$ cat src/pkg/card_framer_defs.svh
`ifndef CARD_FRAMER_DEFS_SVH
`define CARD_FRAMER_DEFS_SVH

// property identifiers of the four marker settings
`define PROP_CARD_LEAD   8'h0B
`define PROP_CARD_TRAIL  8'h0C
`define PROP_TRK_LEAD    8'h0D
`define PROP_TRK_TRAIL   8'h0E

// storage slot of each marker, slot = identifier - PROP_CARD_LEAD
`define SLOT_CARD_LEAD   2'h0
`define SLOT_CARD_TRAIL  2'h1
`define SLOT_TRK_LEAD    2'h2
`define SLOT_TRK_TRAIL   2'h3

// command numbers, expected lengths, result codes
`define CMD_GET          8'h00
`define CMD_SET          8'h01
`define LEN_GET          8'h01
`define LEN_SET          8'h02
`define RES_OK           8'h00
`define RES_BAD          8'h01
`define RSP_LEN_NONE     8'h00
`define RSP_LEN_VALUE    8'h01

// marker values
`define MARKER_NONE      8'h00
`define MARKER_MAX       8'h7F
`define MARKER_RESET_ALL 32'h0000_0000

// command byte positions
`define POS_NUM          9'h000
`define POS_LEN          9'h001
`define POS_ID           9'h002
`define POS_VAL          9'h003
`define RSP_CNT_GET      2'h3
`define RSP_CNT_SET      2'h2

`endif

$ cat src/pkg/card_framer_pkg.sv
package card_framer_pkg;

   typedef logic [7:0] byte_type;
   typedef logic [1:0] slot_type;
   typedef byte_type [3:0] marker_set_type;

   typedef enum logic [5:0] {
      S_IDLE       = 6'h01,
      S_CARD_LEAD  = 6'h02,
      S_TRK_LEAD   = 6'h04,
      S_DATA       = 6'h08,
      S_TRK_TRAIL  = 6'h10,
      S_CARD_TRAIL = 6'h20
   } frame_state_type;

   typedef enum logic [2:0] {
      C_RECV = 3'h1,
      C_EXEC = 3'h2,
      C_RSP  = 3'h4
   } cmd_state_type;

endpackage

$ cat src/pkg/marker_store_if.sv
`timescale 1ns/100ps
interface marker_store_if;
   import card_framer_pkg::*;

   logic           wr_en;
   slot_type       wr_slot;
   byte_type       wr_data;
   logic           clear;
   marker_set_type rd_bus;

   modport owner (output wr_en, output wr_slot, output wr_data, output clear, input rd_bus);
   modport store (input wr_en, input wr_slot, input wr_data, input clear, output rd_bus);
endinterface

$ cat src/logic/marker_setting_store.sv
`timescale 1ns/100ps
`include "card_framer_defs.svh"
module marker_setting_store (
   input  wire logic     i_clk_sys,
   input  wire logic     i_arst_n,
   marker_store_if.store store_port
);
   import card_framer_pkg::*;

   // stands in for non-volatile cells: deliberately not cleared by reset
   marker_set_type mem_reg;

   always_ff @(posedge i_clk_sys) begin
      if (store_port.clear) begin
         mem_reg <= `MARKER_RESET_ALL;
      end else if (store_port.wr_en) begin
         mem_reg[store_port.wr_slot] <= store_port.wr_data;
      end
   end

   assign store_port.rd_bus = mem_reg;

   a_store_keeps_write: assert property (@(posedge i_clk_sys) disable iff (!i_arst_n)
      (store_port.wr_en && !store_port.clear) |=>
         store_port.rd_bus[$past(store_port.wr_slot)] == $past(store_port.wr_data))
      else $error("stored marker differs from written value");

   a_factory_zero: assert property (@(posedge i_clk_sys) disable iff (!i_arst_n)
      store_port.clear |=> store_port.rd_bus == `MARKER_RESET_ALL)
      else $error("factory clear left a marker nonzero");
endmodule

$ cat src/logic/card_framer_top.sv
// Summary of operation
// - card leader sent once before card data
// - card trailer sent once after card data
// - track leader sent right before track data
// - track trailer sent right after track data
// - zero setting sends nothing at that place
// - values 1 to 127 send that character
// - settings kept in non-volatile store
// - changed settings take effect after power cycle
// - get/set commands by number, length, identifier
`timescale 1ns/100ps
`include "card_framer_defs.svh"
module card_framer_top (
   input  wire logic                     i_clk_sys,
   input  wire logic                     i_arst_n,
   input  wire logic                     i_factory_clear,
   input  wire logic                     i_cmd_valid,
   input  wire card_framer_pkg::byte_type i_cmd_data,
   output logic                          o_cmd_ready,
   output logic                          o_rsp_valid,
   output card_framer_pkg::byte_type     o_rsp_data,
   input  wire logic                     i_rsp_ready,
   input  wire logic                     i_trk_valid,
   input  wire card_framer_pkg::byte_type i_trk_data,
   input  wire logic                     i_trk_eot,
   input  wire logic                     i_trk_eoc,
   output logic                          o_trk_ready,
   output logic                          o_chr_valid,
   output card_framer_pkg::byte_type     o_chr_data,
   input  wire logic                     i_chr_ready,
   output logic                          o_frame_busy
);
   import card_framer_pkg::*;

   marker_store_if store_bus ();
   marker_setting_store u_store (
      .i_clk_sys  (i_clk_sys),
      .i_arst_n   (i_arst_n),
      .store_port (store_bus.store)
   );

   marker_set_type  active_reg;
   logic            load_pending_reg;
   frame_state_type frame_reg;
   frame_state_type frame_next;
   logic            hold_valid_reg;
   logic            hold_valid_next;
   byte_type        hold_data_reg;
   logic            hold_eot_reg;
   logic            hold_eoc_reg;
   logic            last_trk_reg;
   logic            trk_accept;
   logic            take_hold;
   logic            out_free;
   logic            emit;
   logic            emit_marker;
   byte_type        emit_data;
   logic            marker_out_reg;
   cmd_state_type   cmd_reg;
   cmd_state_type   cmd_next;
   logic [8:0]      pos_reg;
   byte_type        cmd_num_reg;
   byte_type        cmd_len_reg;
   byte_type        cmd_id_reg;
   byte_type        cmd_val_reg;
   logic            cmd_take;
   logic            cmd_last;
   logic            id_ok;
   logic            get_ok;
   logic            set_ok;
   slot_type        cmd_slot;
   byte_type        rsp_len_reg;
   byte_type        rsp_val_reg;
   logic [1:0]      rsp_idx_reg;
   logic [1:0]      rsp_cnt_reg;

   wire byte_type card_lead  = active_reg[`SLOT_CARD_LEAD];
   wire byte_type card_trail = active_reg[`SLOT_CARD_TRAIL];
   wire byte_type trk_lead   = active_reg[`SLOT_TRK_LEAD];
   wire byte_type trk_trail  = active_reg[`SLOT_TRK_TRAIL];

   // the working copy is taken once, right after reset release, so a set
   // command never changes the framing of the current power-on session
   always_ff @(posedge i_clk_sys or negedge i_arst_n) begin
      if (!i_arst_n) begin
         active_reg       <= `MARKER_RESET_ALL;
         load_pending_reg <= 1'b1;
      end else if (load_pending_reg) begin
         active_reg       <= store_bus.rd_bus;
         load_pending_reg <= 1'b0;
      end
   end

   // single-entry holding stage; halves throughput but keeps ready registered
   assign trk_accept      = i_trk_valid && o_trk_ready;
   assign hold_valid_next = trk_accept || (hold_valid_reg && !take_hold);

   always_ff @(posedge i_clk_sys or negedge i_arst_n) begin
      if (!i_arst_n) begin
         hold_valid_reg <= 1'b0;
         hold_data_reg  <= 8'h00;
         hold_eot_reg   <= 1'b0;
         hold_eoc_reg   <= 1'b0;
         o_trk_ready    <= 1'b0;
      end else begin
         hold_valid_reg <= hold_valid_next;
         o_trk_ready    <= !hold_valid_next && !load_pending_reg;
         if (trk_accept) begin
            hold_data_reg <= i_trk_data;
            hold_eot_reg  <= i_trk_eot;
            hold_eoc_reg  <= i_trk_eoc;
         end
      end
   end

   assign out_free = !o_chr_valid || i_chr_ready;
   always_comb begin
      frame_next  = frame_reg;
      emit        = 1'b0;
      emit_marker = 1'b0;
      emit_data   = 8'h00;
      take_hold   = 1'b0;
      case (frame_reg)
         S_IDLE: begin
            if (hold_valid_reg) begin
               frame_next = (card_lead != `MARKER_NONE) ? S_CARD_LEAD : S_TRK_LEAD;
            end
         end
         S_CARD_LEAD: begin
            if (out_free) begin
               emit        = 1'b1;
               emit_marker = 1'b1;
               emit_data   = card_lead;
               frame_next  = S_TRK_LEAD;
            end
         end
         S_TRK_LEAD: begin
            if (trk_lead == `MARKER_NONE) begin
               frame_next = S_DATA;
            end else if (out_free) begin
               emit        = 1'b1;
               emit_marker = 1'b1;
               emit_data   = trk_lead;
               frame_next  = S_DATA;
            end
         end
         S_DATA: begin
            if (hold_valid_reg && out_free) begin
               emit      = 1'b1;
               emit_data = hold_data_reg;
               take_hold = 1'b1;
               if (hold_eot_reg) begin
                  frame_next = S_TRK_TRAIL;
               end
            end
         end
         S_TRK_TRAIL: begin
            if (trk_trail == `MARKER_NONE) begin
               frame_next = last_trk_reg ? S_CARD_TRAIL : S_TRK_LEAD;
            end else if (out_free) begin
               emit        = 1'b1;
               emit_marker = 1'b1;
               emit_data   = trk_trail;
               frame_next  = last_trk_reg ? S_CARD_TRAIL : S_TRK_LEAD;
            end
         end
         S_CARD_TRAIL: begin
            if (card_trail == `MARKER_NONE) begin
               frame_next = S_IDLE;
            end else if (out_free) begin
               emit        = 1'b1;
               emit_marker = 1'b1;
               emit_data   = card_trail;
               frame_next  = S_IDLE;
            end
         end
         default: begin
            frame_next = S_IDLE;
         end
      endcase
   end

   always_ff @(posedge i_clk_sys or negedge i_arst_n) begin
      if (!i_arst_n) begin
         frame_reg    <= S_IDLE;
         last_trk_reg <= 1'b0;
         o_frame_busy <= 1'b0;
      end else begin
         frame_reg    <= frame_next;
         o_frame_busy <= (frame_next != S_IDLE);
         if (take_hold && hold_eot_reg) begin
            last_trk_reg <= hold_eoc_reg;
         end
      end
   end

   always_ff @(posedge i_clk_sys or negedge i_arst_n) begin
      if (!i_arst_n) begin
         o_chr_valid    <= 1'b0;
         o_chr_data     <= 8'h00;
         marker_out_reg <= 1'b0;
      end else if (emit) begin
         o_chr_valid    <= 1'b1;
         o_chr_data     <= emit_data;
         marker_out_reg <= emit_marker;
      end else if (i_chr_ready) begin
         o_chr_valid    <= 1'b0;
         marker_out_reg <= 1'b0;
      end
   end

   // command parser: number, length, then length bytes (identifier, value)
   assign cmd_take = i_cmd_valid && o_cmd_ready;
   assign cmd_last = (pos_reg == `POS_LEN) ? (i_cmd_data == 8'h00)
                   : (pos_reg > `POS_LEN) && (pos_reg == ({1'b0, cmd_len_reg} + 9'h001));
   assign id_ok    = (cmd_id_reg >= `PROP_CARD_LEAD) && (cmd_id_reg <= `PROP_TRK_TRAIL);
   assign cmd_slot = slot_type'(cmd_id_reg - `PROP_CARD_LEAD);
   assign get_ok   = (cmd_num_reg == `CMD_GET) && (cmd_len_reg == `LEN_GET) && id_ok;
   assign set_ok   = (cmd_num_reg == `CMD_SET) && (cmd_len_reg == `LEN_SET) && id_ok
                     && (cmd_val_reg <= `MARKER_MAX);

   assign store_bus.wr_en   = (cmd_reg == C_EXEC) && set_ok;
   assign store_bus.wr_slot = cmd_slot;
   assign store_bus.wr_data = cmd_val_reg;
   assign store_bus.clear   = i_factory_clear;

   always_comb begin
      cmd_next = cmd_reg;
      case (cmd_reg)
         C_RECV: begin
            if (cmd_take && cmd_last) begin
               cmd_next = C_EXEC;
            end
         end
         C_EXEC: begin
            cmd_next = C_RSP;
         end
         C_RSP: begin
            if (i_rsp_ready && (rsp_idx_reg == rsp_cnt_reg)) begin
               cmd_next = C_RECV;
            end
         end
         default: begin
            cmd_next = C_RECV;
         end
      endcase
   end

   always_ff @(posedge i_clk_sys or negedge i_arst_n) begin
      if (!i_arst_n) begin
         cmd_reg     <= C_RECV;
         o_cmd_ready <= 1'b0;
         pos_reg     <= `POS_NUM;
         cmd_num_reg <= 8'h00;
         cmd_len_reg <= 8'h00;
         cmd_id_reg  <= 8'h00;
         cmd_val_reg <= 8'h00;
      end else begin
         cmd_reg     <= cmd_next;
         o_cmd_ready <= (cmd_next == C_RECV) && !(cmd_take && cmd_last);
         if (cmd_take) begin
            // bytes past the value are taken and dropped
            pos_reg <= cmd_last ? `POS_NUM : pos_reg + 9'h001;
            case (pos_reg)
               `POS_NUM: cmd_num_reg <= i_cmd_data;
               `POS_LEN: cmd_len_reg <= i_cmd_data;
               `POS_ID:  cmd_id_reg  <= i_cmd_data;
               `POS_VAL: cmd_val_reg <= i_cmd_data;
               default:  cmd_val_reg <= cmd_val_reg;
            endcase
            if (pos_reg == `POS_NUM) begin
               cmd_id_reg  <= 8'h00;
               cmd_val_reg <= 8'h00;
            end
         end
      end
   end

   // get answers the stored value, which may not yet be the one in use
   always_ff @(posedge i_clk_sys or negedge i_arst_n) begin
      if (!i_arst_n) begin
         o_rsp_valid <= 1'b0;
         o_rsp_data  <= 8'h00;
         rsp_len_reg <= 8'h00;
         rsp_val_reg <= 8'h00;
         rsp_idx_reg <= 2'h0;
         rsp_cnt_reg <= 2'h0;
      end else if (cmd_reg == C_EXEC) begin
         o_rsp_valid <= 1'b1;
         o_rsp_data  <= (get_ok || set_ok) ? `RES_OK : `RES_BAD;
         rsp_len_reg <= get_ok ? `RSP_LEN_VALUE : `RSP_LEN_NONE;
         rsp_val_reg <= store_bus.rd_bus[cmd_slot];
         rsp_cnt_reg <= get_ok ? `RSP_CNT_GET : `RSP_CNT_SET;
         rsp_idx_reg <= 2'h1;
      end else if ((cmd_reg == C_RSP) && i_rsp_ready) begin
         rsp_idx_reg <= rsp_idx_reg + 2'h1;
         if (rsp_idx_reg == rsp_cnt_reg) begin
            o_rsp_valid <= 1'b0;
         end else begin
            o_rsp_data <= (rsp_idx_reg == 2'h1) ? rsp_len_reg : rsp_val_reg;
         end
      end
   end

   a_card_lead_out: assert property (@(posedge i_clk_sys) disable iff (!i_arst_n)
      (frame_reg == S_CARD_LEAD && out_free) |=>
         o_chr_valid && marker_out_reg && o_chr_data == card_lead && frame_reg == S_TRK_LEAD)
      else $error("card leader not sent");
   a_card_trail_out: assert property (@(posedge i_clk_sys) disable iff (!i_arst_n)
      (frame_reg == S_CARD_TRAIL && out_free && card_trail != `MARKER_NONE) |=>
         o_chr_valid && o_chr_data == card_trail && frame_reg == S_IDLE)
      else $error("card trailer not sent");
   a_trk_lead_out: assert property (@(posedge i_clk_sys) disable iff (!i_arst_n)
      (frame_reg == S_TRK_LEAD && out_free && trk_lead != `MARKER_NONE) |=>
         o_chr_valid && o_chr_data == trk_lead && frame_reg == S_DATA)
      else $error("track leader not sent");
   a_trk_trail_out: assert property (@(posedge i_clk_sys) disable iff (!i_arst_n)
      (frame_reg == S_TRK_TRAIL && out_free && trk_trail != `MARKER_NONE) |=>
         o_chr_valid && marker_out_reg && o_chr_data == trk_trail)
      else $error("track trailer not sent");
   a_zero_skipped: assert property (@(posedge i_clk_sys) disable iff (!i_arst_n)
      marker_out_reg |-> o_chr_data != `MARKER_NONE)
      else $error("zero marker was sent");
   a_marker_ascii: assert property (@(posedge i_clk_sys) disable iff (!i_arst_n)
      marker_out_reg |-> o_chr_data <= `MARKER_MAX)
      else $error("marker outside ascii range");
   a_settings_frozen: assert property (@(posedge i_clk_sys) disable iff (!i_arst_n)
      (!load_pending_reg && !$past(load_pending_reg)) |-> $stable(active_reg))
      else $error("active markers changed without power cycle");
   a_frame_order: assert property (@(posedge i_clk_sys) disable iff (!i_arst_n)
      (frame_reg == S_DATA) |=> (frame_reg == S_DATA || frame_reg == S_TRK_TRAIL))
      else $error("data state left out of order");
   a_cmd_result: assert property (@(posedge i_clk_sys) disable iff (!i_arst_n)
      (cmd_reg == C_EXEC) |=> o_rsp_valid && cmd_reg == C_RSP
         && o_rsp_data == ((get_ok || set_ok) ? `RES_OK : `RES_BAD))
      else $error("result code wrong after command");
endmodule

$ cat config.mk
export PLATFORM = sky130hd
export DESIGN_NAME = card_framer_top
export DESIGN_NICKNAME = d
export VERILOG_FILES = /design/src/pkg/card_framer_pkg.sv /design/src/pkg/marker_store_if.sv /design/src/logic/marker_setting_store.sv /design/src/logic/card_framer_top.sv
export VERILOG_INCLUDE_DIRS = /design/src /design/src/pkg
export SDC_FILE = /design/constraint.sdc
export NUM_CORES = 1
export LEC_CHECK = 0
export ABC_AREA = 1
export BUFFER_PORTS_ARGS = -buffer_cell sky130_fd_sc_hd__buf_2
export CORE_UTILIZATION = 50
export DETAILED_ROUTE_END_ITERATION = 7
export PLACE_DENSITY = 0.71
export SYNTH_ARGS = -nofsm -noshare
export SYNTH_HDL_FRONTEND = slang
export SYNTH_SLANG_ARGS = --single-unit
$ cat constraint.sdc
create_clock -name i_clk_sys -period 1.8 [get_ports i_clk_sys]
set_input_delay 0.18 -clock i_clk_sys [delete_from_list [all_inputs] [get_ports i_clk_sys]]
set_output_delay 0.18 -clock i_clk_sys [all_outputs]
set_load 0.01 [all_outputs]
---- After elaboration in Yosys (flattened, before gate mapping) ----
Cells that the tools add are included.
word-level totals
  register bits ........................... 168
  input port bits ......................... 25
  logic and storage cells ................. 165
operators by class
  add/subtract/negate cells ............... 4
  magnitude comparators ................... 6
  equal/unequal tests ..................... 21
  multiplexer cells ....................... 57
  reduce and logical (&&, ||, !) cells .... 45
operators by type and width
  operator                                                                count
  8-bit two-way mux                                                       18
  6-bit two-way mux                                                       11
  8-bit logical NOT                                                       5
  8-bit one-hot mux with 5 select lines                                   1
  6-bit one-hot mux with 6 select lines                                   1
  32-bit bitwise mux                                                      1
  1-bit logical AND                                                       19
  9-bit by 2-bit equality test with 1-bit output (second input constant)  2
  8-bit binary-select mux with 2-bit select                               1
  8-bit demux with 2-bit select                                           1
  8-bit by 1-bit equality test with 1-bit output (second input constant)  2
  1-bit two-way mux                                                       15
  2-bit AND reduction                                                     6
  2-bit nonzero test                                                      5
  8-bit by 1-bit adder with 9-bit output (second input constant)          1
  9-bit by 1-bit adder with 9-bit output (second input constant)          1
  9-bit by 1-bit equality test with 1-bit output (second input constant)  1
  9-bit equality test                                                     1
  9-bit by 1-bit > comparator with 1-bit output (second input constant)   1
  9-bit logical NOT                                                       1
  3-bit two-way mux                                                       3
  9-bit two-way mux                                                       1
  3-bit one-hot mux with 3 select lines                                   1
  8-bit by 2-bit equality test with 1-bit output (second input constant)  1
  25 further kinds                                                        33

---- Longest topological paths before layout ----
Gate-level depths: netlist (run 1).
  word-level depth ........................ 10
  mapped depth ............................ 14
  mapped depth without buffers ............ 14

---- Modules after synthesis ----
From an unflattened synthesis (run 1), not the netlist that was laid out.
second synthesis, totals
  cells, all modules ...................... 975
  area, all modules ....................... 7837.5 µm²
by module, submodules not included
  module                times used  cells an instance  area each (µm²)
  card_framer_top       1           767                6411.1
  marker_setting_store  1           208                1426.4

---- Worst setup path before layout (run 1) ----
No wires, ideal clock.
  path type ............................... flip-flop to flip-flop
  from .................................... register cmd_id_reg[0]
  to ...................................... register u_store.mem_reg (netlist bit u_store.store_port.rd_bus[0])
  library setup time ...................... 113 ps
  data arrival time ....................... 1652 ps
  required time ........................... 1687 ps
  slack ................................... 35 ps
  cell stages (with the launch flop) ...... 11
  path buffers ............................ 1
  cells stage by stage .................... dfrtp_1 -> inv_1 -> ha_1 -> nor2_1 -> nor3_2 -> nand3_4 -> nor2_8 -> nand2_4 -> buf_6 -> nor2_1 -> nor2_1
between the ends
  word-level cells in the longest chain between the ends .. 6
  elaborated cells between the ends (all ways) .. 13
ends and longest elaborated chain
  element                                                                                                                                                      line                        RTL
  start, declared                                                                                                                                              card_framer_top.sv:64       byte_type cmd_id_reg;
  start signal, assigned                                                                                                                                       card_framer_top.sv:267      `POS_ID: cmd_id_reg <= i_cmd_data;
  2-bit subtractor (no source line)                                                                                                                            n/a
  2-bit by 3-bit less-than comparator with 1-bit output (implied by the code) or 2-bit by 1-bit greater-or-equal comparator with 1-bit output (tied branches)  marker_setting_store.sv:17  mem_reg[store_port.wr_slot] <= store_port.wr_data;
  1-bit logical AND (implied by the code)                                                                                                                      marker_setting_store.sv:17
  8-bit two-way mux (implied by the code)                                                                                                                      marker_setting_store.sv:17
  8-bit demux with 2-bit select                                                                                                                                n/a
  32-bit bitwise mux                                                                                                                                           marker_setting_store.sv:17
  end signal, assigned                                                                                                                                         marker_setting_store.sv:15  mem_reg <= `MARKER_RESET_ALL;
  end signal, assigned by index                                                                                                                                marker_setting_store.sv:17
  end, declared                                                                                                                                                marker_setting_store.sv:11  marker_set_type mem_reg;
Parallel ways exist; a longest one is shown, timed or not.
A chain may end at the register's enable or synchronous reset.

---- Worst setup path in the final report (run 1) ----
  from .................................... register cmd_id_reg[0]
  to ...................................... register u_store.mem_reg (netlist bit u_store.store_port.rd_bus[11])
Same word-level chain as after synthesis.

==> key figures, run 1 <==
Synthesis
  – Library cells used by synthesis: 54
  – Seq/Total Area, Yosys: 0.495
  – Mapped Avg Cell Area: 8.04 µm²
  – Post-synth EDFFs: 0
  – Mapped cell area: 7770 µm²
  – Post-synthesis instance total: 966
  – Asr flop ratio synth: 0.800
  – Synth warn: 0
  – Main synth FF type: dfrtp_1
  – Post-Syn Nets: 1003
  – Post-synthesis sequential element count: 160

Clock network
  – Clk Latency, worst-skew pair: 0.43 ns
  – CTS tree: yes
  – Clock Path Buffers: 2
  – Reg clk slew, reported paths: 0.06 ns
  – H-tree levels: 4
  – Cts bufs inserted: 17
  – Root Buffer: clkbuf_16
  – CTS Sinks: 160

Drt
  – Total number of vias: 6670
  – Avg WL per Cell: 15.0 µm
  – Routed Antenna Nets: 0
  – TritonRoute pass-1 iters: 6
  – # DRC: 0
  – DR iter-0 viols: 373
  – WL final: 19.0 mm
  – Vias per cell: 5.27

Critical path
  – Kind of cell adding the most delay to the critical path: simple AND/OR/NAND/NOR gates
  – Critical Path AT: 2.20 ns
  – CP startpoint kind: flop
  – WP data required: 2.17 ns
  – CP max stage cell: dfrtp_1
  – Crit path kind: flop to flop
  – Crit-path max FO: 8
  – Crit end category: flop
  – Critical Path Max Stage Delay: 0.41 ns
  – Worst path bufs/invs: 1
  – CP Cell Sequence: ha_2 -> o21ai_2 -> nor3_4 -> nand3_4 -> nor2_8 -> buf_12 -> nand2_8 -> nand2_2 -> nand2_1 -> nor2_1

Global route
  – GRT Residual Overflow: 0
  – Vias in the first global route: 6321
  – Largest net degree at the start of global routing: 57
  – Initial antenna violation count: 0
  – Gr usage total: 0.248
  – First-pass GRT wire length: 31.0 mm

Placed design
  – Port Buffers: 45
  – Dpl ws: -0.0346 ns
  – Detailed placer's ending HPWL: 12.8 mm
  – Routability congestion estimate: 0.866
  – Placed Cells: 1204
  – Placement Cell Area: 8370 µm²

Timing
  – Relative slew margins: 0.654
  – Final setup violation count: 6
  – Unrepaired setup endpoints after global routing: yes
  – Hold WS: 0.0126 ns
  – Layout Skew: 0.00825 ns
  – Final Hold Vio Count: 0
  – Fin. max-slew vios: 0
  – Clock period minus worst slack: 1.83 ns
  – Final setup margin: -0.0311 ns
  – Peak Freq: 546 MHz
  – Worst-Margin Slew: 0.518 ns
  – Period utilization: 1.02

Floorplanning
  – Row count: 45
  – Die height: 127 µm
  – Core outline area: 15200 µm²
  – Die Span X: 127 µm
  – I/O Pins: 46
  – Full die area: 16000 µm²
  – Starting Density: 0.511

Status
  – Failing checks: negative setup slack
  – Status: complete, but fails checks

Cells and area
  – Final Non-Filler Cells: 1265
  – # nets final: 1101
  – Diodes inserted: 0
  – Share of cells above drive strength 1: 0.235
  – Area delta synth->final: 23.6%
  – Largest register FFs: 32
  – Non-Filler Cell Area, Final: 9600 µm²

Pwr
  – PwrDens: 1040 nW/µm²
  – Pleak: 4.75 nW
  – Max VDD drop: 0.669 mV
  – Overall power: 0.00996 W

Hold path
  – Hold Crit Class: input pin to flop

Run
  – Max_cap viols: 0
[routing by layer]
layer | up-vias | track usage | part of all wire
met1 | 3138 | 0.314 | 0.43
met2 | 188 | 0.410 | 0.50
met5 | - | 0 | 0
met3 | 48 | 0.0561 | 0.048
li1 | 3296 | - | -
met4 | 0 | 0.103 | 0.026
[through the flow]
stage | TNS (ns) | util
after global routing | -2.88 | 0.632
after detailed placement | -0.0520 | 0.551
after floorplan | 0 | -
after global placement | 0 | 0.551
final | -0.108 | 0.632
after CTS | 0 | 0.613
[where the power goes]
part           total (W)  internal, W  switching (W)
Combinational    0.00171     0.000667        0.00105
Clock            0.00403      0.00248        0.00154
Sequential       0.00422      0.00397       0.000257
Total            0.00996      0.00712        0.00285
[Yosys cell counts, types with 2 or more instances]
library cell,number,share of area
o21bai_1,2,0.0019
xnor2_1,2,0.0023
clkbuf_1,18,0.0087
a31oi_1,2,0.0016
nor2_2,5,0.0040
o21ai_1,22,0.014
nand2_1,217,0.10
or2_2,2,0.0016
dfrtp_1,125,0.40
nor4_1,4,0.0032
nor3_1,9,0.0058
buf_4,3,0.0029
a21oi_2,8,0.0090
nand3b_1,3,0.0029
nand3_1,36,0.023
nand2_4,4,0.0058
o22ai_1,6,0.0048
nor4_4,2,0.0055
ha_1,12,0.019
xor2_1,8,0.0090
clkinv_1,2,0.00097
inv_1,129,0.062
nor2_1,107,0.052
a21oi_1,37,0.024
nand4_1,25,0.020
nor3_4,2,0.0042
dfxtp_1,32,0.082
o21ai_0,77,0.050
dfstp_2,3,0.010
buf_2,2,0.0013
a22oi_1,6,0.0058
buf_6,5,0.0072
nand2_2,12,0.0097
mux2_2,5,0.0072
inv_2,13,0.0063
[cell type report]
cell class	instances	area [µm²]
clock inverter	15	230
clock buffer	17	425
sequential	160	3850
tap	188	235
multi-input combinational	636	3520
timing repair buffer	105	792
inverter	144	543
fill	1263	5600
[final timing paths]
check | depth (start not counted) | startpoint | end | slack, ns
min reg2reg | 2 | u_store.store_port.rd_bus[25]$_SDFFE_PP0P_ | trk_trail[1]$_DFFE_PN0P_ | 0.47
max | 10 | cmd_id_reg[0]$_DFFE_PN0P_ | u_store.store_port.rd_bus[11]$_SDFFE_PP0P_ | -0.03
max in group asynchronous | 3 | i_arst_n | load_pending_reg$_DFF_PN1_ | 0.95
max reg2reg | 10 | cmd_id_reg[0]$_DFFE_PN0P_ | u_store.store_port.rd_bus[11]$_SDFFE_PP0P_ | -0.03
min in group asynchronous | 2 | i_arst_n | last_trk_reg$_DFFE_PN0P_ | 0.20
min | 3 | i_trk_data[2] | hold_data_reg[2]$_DFFE_PN0P_ | 0.01
[what timing repair did]
item	CTS	global route
setup buffers	10	5
hold endpoints to repair	32	0
setup endpoints to repair	10	67
hold buffers	9	0
gates cloned	3	2
gates resized for setup	18	62
pin swaps	12	16
[cell usage in the layout (no fill, tap or decap), types with 9 or more instances in the layout]
master and n:
o21ai_0 76, clkbuf_16 18, inv_2 17, buf_4 43, a21oi_1 37, o21ai_1 22, dfrtp_1 120, nand2_2 28
dfxtp_1 32, nor2_2 18, inv_1 125, nor2_1 89, dlygate4sd3_1 9, buf_2 44, nand4_1 25, nand3_1 34
nand2_1 197
[worst register-to-register path: cells and delay by family, from the launching register on]
| family | cells | cell delay [ns] |
|---|---|---|
| compound gates | 1 | 0.08 |
| fa+ha+maj | 1 | 0.23 |
| buf+inv | 1 | 0.18 |
| flops | 1 | 0.41 |
| simple gates | 7 | 0.87 |
[kinds of logic after synthesis]
group / Yosys count / share of synthesized area
AOI/OAI and AO/OA: 169 / 0.122
xor gates and xnor gates: 10 / 0.0113
adders and majority gates: 12 / 0.0193
buffers and inverters: 174 / 0.0912
DFF: 160 / 0.495
muxes: 5 / 0.00725
other: 1 / 0.000483
and+or+nand+nor: 435 / 0.253
Note: power is estimated with default switching activity, not from simulation.
==> run 2, diff against run 1 <==
BUFFER_PORTS_ARGS = -buffer_cell sky130_fd_sc_hd__buf_4   (was -buffer_cell sky130_fd_sc_hd__buf_2)
==> key figures, run 2 (synthesized netlist as in run 1, its figures left out) <==
Status
  – Status: complete, but fails checks (unchanged)
  – Failing checks: negative setup slack (unchanged)

Global route
  – GRT Residual Overflow: 0 (unchanged)
  – Busiest layer in global routing: met2 (unchanged)
  – First-pass GRT wire length: 29.9 mm (was 31.0 mm)
  – GR Util met2: 0.400 (was 0.410)
  – Met1 usage: 0.307 (was 0.314)
  – Vias in the first global route: 6241 (was 6321)
  – Gr usage total: 0.238 (was 0.248)
  – Largest net degree at the start of global routing: 64 (was 57)
  – Initial antenna violation count: 0 (unchanged)
  – Met3 Usage GRT: 0.0439 (was 0.0561)

Floorplanning
  – I/O Pins: 46 (unchanged)
  – Die height: 127 µm (unchanged)
  – Die Span X: 127 µm (unchanged)
  – Row count: 45 (unchanged)
  – Core outline area: 15200 µm² (unchanged)
  – Full die area: 16000 µm² (unchanged)
  – Starting Density: 0.511 (unchanged)

Critical path
  – Crit end category: flop (unchanged)
  – WP data required: 2.16 ns (was 2.17 ns)
  – Reg-to-Reg End: u_store.store_port.rd_bus[10]$_SDFFE_PP0P_ (was u_store.store_port.rd_bus[11]$_SDFFE_PP0P_)
  – Crit-path max FO: 8 (unchanged)
  – Worst Setup SP: cmd_len_reg[3]$_DFFE_PN0P_ (was cmd_id_reg[0]$_DFFE_PN0P_)
  – Crit path kind: flop to flop (unchanged)
  – Worst r2r src: cmd_len_reg[3]$_DFFE_PN0P_ (was cmd_id_reg[0]$_DFFE_PN0P_)
  – FF-to-FF path depth: 10 (unchanged)
  – CP startpoint kind: flop (unchanged)
  – Reg-to-reg slack, setup: -0.02 ns (was -0.03 ns)
  – Critical Path AT: 2.18 ns (was 2.20 ns)
  – Crit path to: u_store.store_port.rd_bus[10]$_SDFFE_PP0P_ (was u_store.store_port.rd_bus[11]$_SDFFE_PP0P_)

Timing
  – Final Hold Vio Count: 0 (unchanged)
  – Relative slew margins: 0.649 (was 0.654)
  – Clock period minus worst slack: 1.82 ns (was 1.83 ns)
  – Unrepaired setup endpoints after global routing: yes (unchanged)
  – Peak Freq: 551 MHz (was 546 MHz)
  – Final setup violation count: 1 (was 6)
  – Layout Skew: 0.00842 ns (was 0.00825 ns)
  – Period utilization: 1.01 (was 1.02)
  – Final setup margin: -0.0152 ns (was -0.0311 ns)
  – Hold WS: 0.0156 ns (was 0.0126 ns)
  – Worst-Margin Slew: 0.526 ns (was 0.518 ns)
  – Setup tns final: -0.0152 ns (was -0.108 ns)
  – Fin. max-slew vios: 0 (unchanged)

Drt
  – Vias per cell: 5.24 (was 5.27)
  – WL final: 18.8 mm (was 19.0 mm)
  – Routed Antenna Nets: 0 (unchanged)
  – DR iter-0 viols: 430 (was 373)
  – # DRC: 0 (unchanged)
  – Total number of vias: 6650 (was 6670)
  – TritonRoute pass-1 iters: 5 (was 6)
  – Avg WL per Cell: 14.8 µm (was 15.0 µm)

Cells and area
  – # nets final: 1106 (was 1101)
  – Commonest cells after routing, fill and taps aside: nand2_1, inv_1, dfrtp_1 (unchanged)
  – Area delta synth->final: 24.2% (was 23.6%)
  – Largest register FFs: 32 (unchanged)
  – Most common cell after layout, fill and taps aside: nand2_1 (unchanged)
  – Diodes inserted: 0 (unchanged)
  – Final core occ: 0.634 (was 0.632)
  – Share of cells above drive strength 1: 0.226 (was 0.235)

Clock network
  – CTS tree: yes (unchanged)
  – Reg clk slew, reported paths: 0.06 ns (about the same)
  – Clock Path Buffers: 2 (unchanged)
  – Root Buffer: clkbuf_16 (unchanged)
  – Clk Latency, worst-skew pair: 0.43 ns (about the same)
  – H-tree levels: 4 (unchanged)
  – CTS Sinks: 160 (unchanged)
  – Cts bufs inserted: 17 (unchanged)

Pwr
  – Max VDD drop: 0.679 mV (was 0.669 mV)
  – Pleak: 4.78 nW (was 4.75 nW)
  – PwrDens: 1010 nW/µm² (was 1040 nW/µm²)

Run
  – Max_cap viols: 0 (unchanged)

Placed design
  – Detailed placer's ending HPWL: 12.9 mm (was 12.8 mm)
  – Routability congestion estimate: 0.850 (was 0.866)
  – Port Buffers: 45 (unchanged)
  – Dpl ws: -0.00549 ns (was -0.0346 ns)

Hold path
  – Hold Crit Class: input pin to flop (unchanged)
-- run 2: cell count changes in the layout (fill, tap and decap cells not counted), moves of 3 or more --
cell | previous run | this run
buf_4 | 43 | 92
buf_2 | 44 | 0
clkbuf_1 | 0 | 4
nand2_1 | 197 | 201
nand2_2 | 28 | 25
-- run 2: what timing repair did --
action | CTS | global route
gates resized for setup | 1 | 66
hold buffers | 10 | 0
buffers inserted | 1 | 15
pin swaps | 0 | 29
endpoints found under the setup margin | 3 | 77
hold endpoints to repair | 37 | 0
gates cloned | 0 | 5
-- run 2: layout make-up --
class / instances / area, µm²
clock buffers: 23 / 468
repair buffers: 110 / 938
inverters: 144 / 543
fillers: 1250 / 5560
well taps: 188 / 235
multi-input cells: 636 / 3480
flip-flops and latches: 160 / 3850
clock inverters: 9 / 131
-- run 2: worst min-delay path by stage --
stage | from | end | slack, ns | cells past startpoint
after floorplan | i_arst_n | card_lead[0]$_DFFE_PN0P_ | -0.12 | 0
after global placement | i_arst_n | last_trk_reg$_DFFE_PN0P_ | 0.19 | 1
after detailed placement | i_arst_n | o_frame_busy$_DFF_PN0_ | 0.20 | 1
after CTS | i_trk_data[2] | hold_data_reg[2]$_DFFE_PN0P_ | 0.0007 | 3
after global routing | i_trk_data[2] | hold_data_reg[2]$_DFFE_PN0P_ | 0.02 | 3
final | i_trk_data[3] | hold_data_reg[3]$_DFFE_PN0P_ | 0.02 | 3
-- run 2: where the power goes --
part / total, W / switching, W / internal [W]
logic: 0.00181 / 0.00105 / 0.000754
registers: 0.00421 / 0.000245 / 0.00397
clock network: 0.00368 / 0.00142 / 0.00226
-- run 2: layer usage --
layer	routed length (µm)	vias to the layer above	part of all wire
li1	-	3310	-
met1	8210	3117	0.44
met2	9240	181	0.49
met3	831	42	0.044
met4	500	0	0.027
met5	0	-	0
-- run 2: through the flow --
| step | instance area, µm² | total power [W] | cells |
|---|---|---|---|
| after global routing | 9650 | 0.0101 | 1270 |
| after global placement | 8510 | 0.00595 | 1207 |
| after CTS | 9220 | 0.00967 | 1250 |
| after floorplan | 7770 | 0.00530 | 966 |
| after detailed placement | 8510 | 0.00600 | 1207 |
| final | 9650 | 0.00970 | 1270 |
-- run 2: worst max-delay path: stages (launching register included) --
cell and delay (ns):
dfrtp_2 0.43, nor2_2 0.17, nand2_2 0.08, nor4_4 0.26, nand3_4 0.14, nor2_8 0.16, buf_12 0.17, nand2_8 0.09
nand2_4 0.09, nand2_2 0.05, nor2_2 0.12
==> run 3, diff against run 2 <==
SKIP_CTS_REPAIR_TIMING = 1   (was default)
==> key figures, run 3 (synthesized netlist as in run 1, its figures left out) <==
Status
  – Status: complete, but fails checks (unchanged)
  – Failing checks: negative setup slack (unchanged)

Drt
  – Avg WL per Cell: 14.8 µm (about the same)
  – Total number of vias: 6634 (was 6650)
  – TritonRoute pass-1 iters: 5 (unchanged)
  – # DRC: 0 (unchanged)
  – Routed Antenna Nets: 0 (unchanged)
  – WL final: 18.8 mm (about the same)
  – Vias per cell: 5.23 (was 5.24)
  – DR iter-0 viols: 442 (was 430)

Cells and area
  – Commonest cells after routing, fill and taps aside: nand2_1, inv_1, dfrtp_1 (unchanged)
  – Most common cell after layout, fill and taps aside: nand2_1 (unchanged)
  – Diodes inserted: 0 (unchanged)
  – Register area: 3850 µm² (unchanged)
  – # nets final: 1105 (was 1106)
  – Non-Filler Cell Area, Final: 9620 µm² (was 9650 µm²)
  – Multi-input logic area: 3470 µm² (was 3480 µm²)
  – Final Non-Filler Cells: 1269 (was 1270)
  – Share of cells above drive strength 1: 0.227 (was 0.226)
  – Largest register FFs: 32 (unchanged)
  – Fillers: 1256 (was 1250)
  – Area delta synth->final: 23.9% (was 24.2%)

Critical path
  – CP startpoint kind: flop (unchanged)
  – Crit end category: flop (unchanged)
  – WP data required: 2.16 ns (about the same)
  – Crit-path max FO: 8 (unchanged)
  – Crit path kind: flop to flop (unchanged)
  – Critical Path AT: 2.17 ns (was 2.18 ns)

Timing
  – Final setup margin: -0.00575 ns (was -0.0152 ns)
  – Clock period minus worst slack: 1.81 ns (was 1.82 ns)
  – Unrepaired setup endpoints after global routing: yes (unchanged)
  – Layout Skew: 0.00799 ns (was 0.00842 ns)
  – Final setup violation count: 1 (unchanged)
  – Relative slew margins: 0.644 (was 0.649)
  – Final Hold Vio Count: 0 (unchanged)
  – Peak Freq: 554 MHz (was 551 MHz)
  – Setup tns final: -0.00575 ns (was -0.0152 ns)
  – Fin. max-slew vios: 0 (unchanged)
  – Worst-Margin Slew: 0.534 ns (was 0.526 ns)
  – Period utilization: 1.00 (was 1.01)

Placed design
  – Placement Cell Area: 8510 µm² (unchanged)
  – Port Buffers: 45 (unchanged)
  – Detailed placer's ending HPWL: 12.9 mm (unchanged)
  – Routability congestion estimate: 0.850 (unchanged)
  – Placed Cells: 1207 (unchanged)
  – Dpl ws: -0.00549 ns (unchanged)

Global route
  – First-pass GRT wire length: 29.6 mm (was 29.9 mm)
  – Vias in the first global route: 6188 (was 6241)
  – Largest net degree at the start of global routing: 64 (unchanged)
  – GRT Residual Overflow: 0 (unchanged)
  – Initial antenna violation count: 0 (unchanged)
  – Gr usage total: 0.236 (was 0.238)

Floorplanning
  – Starting Density: 0.511 (unchanged)
  – Die Span X: 127 µm (unchanged)
  – Die height: 127 µm (unchanged)
  – Core outline area: 15200 µm² (unchanged)
  – Full die area: 16000 µm² (unchanged)
  – Row count: 45 (unchanged)
  – I/O Pins: 46 (unchanged)

Clock network
  – CTS tree: yes (unchanged)
  – Clock Path Buffers: 2 (unchanged)
  – Clk Latency, worst-skew pair: 0.43 ns (about the same)
  – Reg clk slew, reported paths: 0.06 ns (about the same)
  – H-tree levels: 4 (unchanged)
  – CTS Sinks: 160 (unchanged)
  – Root Buffer: clkbuf_16 (unchanged)
  – Cts bufs inserted: 17 (unchanged)

Hold path
  – Hold Crit Class: input pin to flop (unchanged)

Pwr
  – Max VDD drop: 0.680 mV (was 0.679 mV)
  – Pleak: 4.78 nW (about the same)
  – PwrDens: 1010 nW/µm² (about the same)

Run
  – Max_cap viols: 0 (unchanged)
run 3: changes by cell type in the layout (fill, tap and decap cells not counted), sizes merged:
cell and change:
dlygate4sd3 -3, buf +2
run 3: where the power goes:
part | switching (W) | internal [W]
registers | 0.000246 | 0.00397
clock network | 0.00142 | 0.00226
logic | 0.00106 | 0.000757
total | 0.00272 | 0.00698
run 3: cell type report:
type,instances,area share
clock buffer,23,0.0486
clock inverter,9,0.0137
timing repair buffer,109,0.0960
inverter,144,0.0564
tap,188,0.0244
multi-input combinational,636,0.360
sequential,160,0.400
run 3: metrics by stage:
| step | total power [W] | hold WS, ns | utilization |
|---|---|---|---|
| detailed placement | 0.00600 | 0.197 | 0.560 |
| finish | 0.00970 | 0.00145 | 0.633 |
| global placement | 0.00595 | 0.193 | 0.560 |
| global route | 0.0101 | 0.00526 | 0.633 |
| CTS | 0.00965 | -0.260 | 0.599 |
| floorplan | 0.00530 | -0.116 | - |
run 3: worst paths after layout:
kind / start / to / slack [ns] / depth (start not counted)
setup / recovery: cmd_len_reg[3]$_DFFE_PN0P_ / u_store.store_port.rd_bus[10]$_SDFFE_PP0P_ / -0.006 / 10
hold / removal: i_trk_eoc / hold_eoc_reg$_DFFE_PN0P_ / 0.001 / 3
setup reg to reg: cmd_len_reg[3]$_DFFE_PN0P_ / u_store.store_port.rd_bus[10]$_SDFFE_PP0P_ / -0.006 / 10
hold reg to reg: u_store.store_port.rd_bus[25]$_SDFFE_PP0P_ / trk_trail[1]$_DFFE_PN0P_ / 0.46 / 2
max in group asynchronous: i_arst_n / cmd_reg[0]$_DFF_PN1_ / 0.90 / 3
min in group asynchronous: i_arst_n / o_frame_busy$_DFF_PN0_ / 0.28 / 2
run 3: worst max-delay path, stage by stage (launching register included):
cell     delay, ns
dfrtp_2       0.43
nor2_2        0.17
nand2_2       0.08
nor4_4        0.26
nand3_4       0.14
nor2_8        0.16
buf_12        0.17
nand2_8       0.09
nand2_4       0.09
nand2_2       0.05
nor2_2        0.12
run 3: layer usage:
layer / GRT usage / part of all wire
met5: 0 / 0
met1: 0.305 / 0.45
met3: 0.0434 / 0.038
met2: 0.394 / 0.49
met4: 0.0900 / 0.025
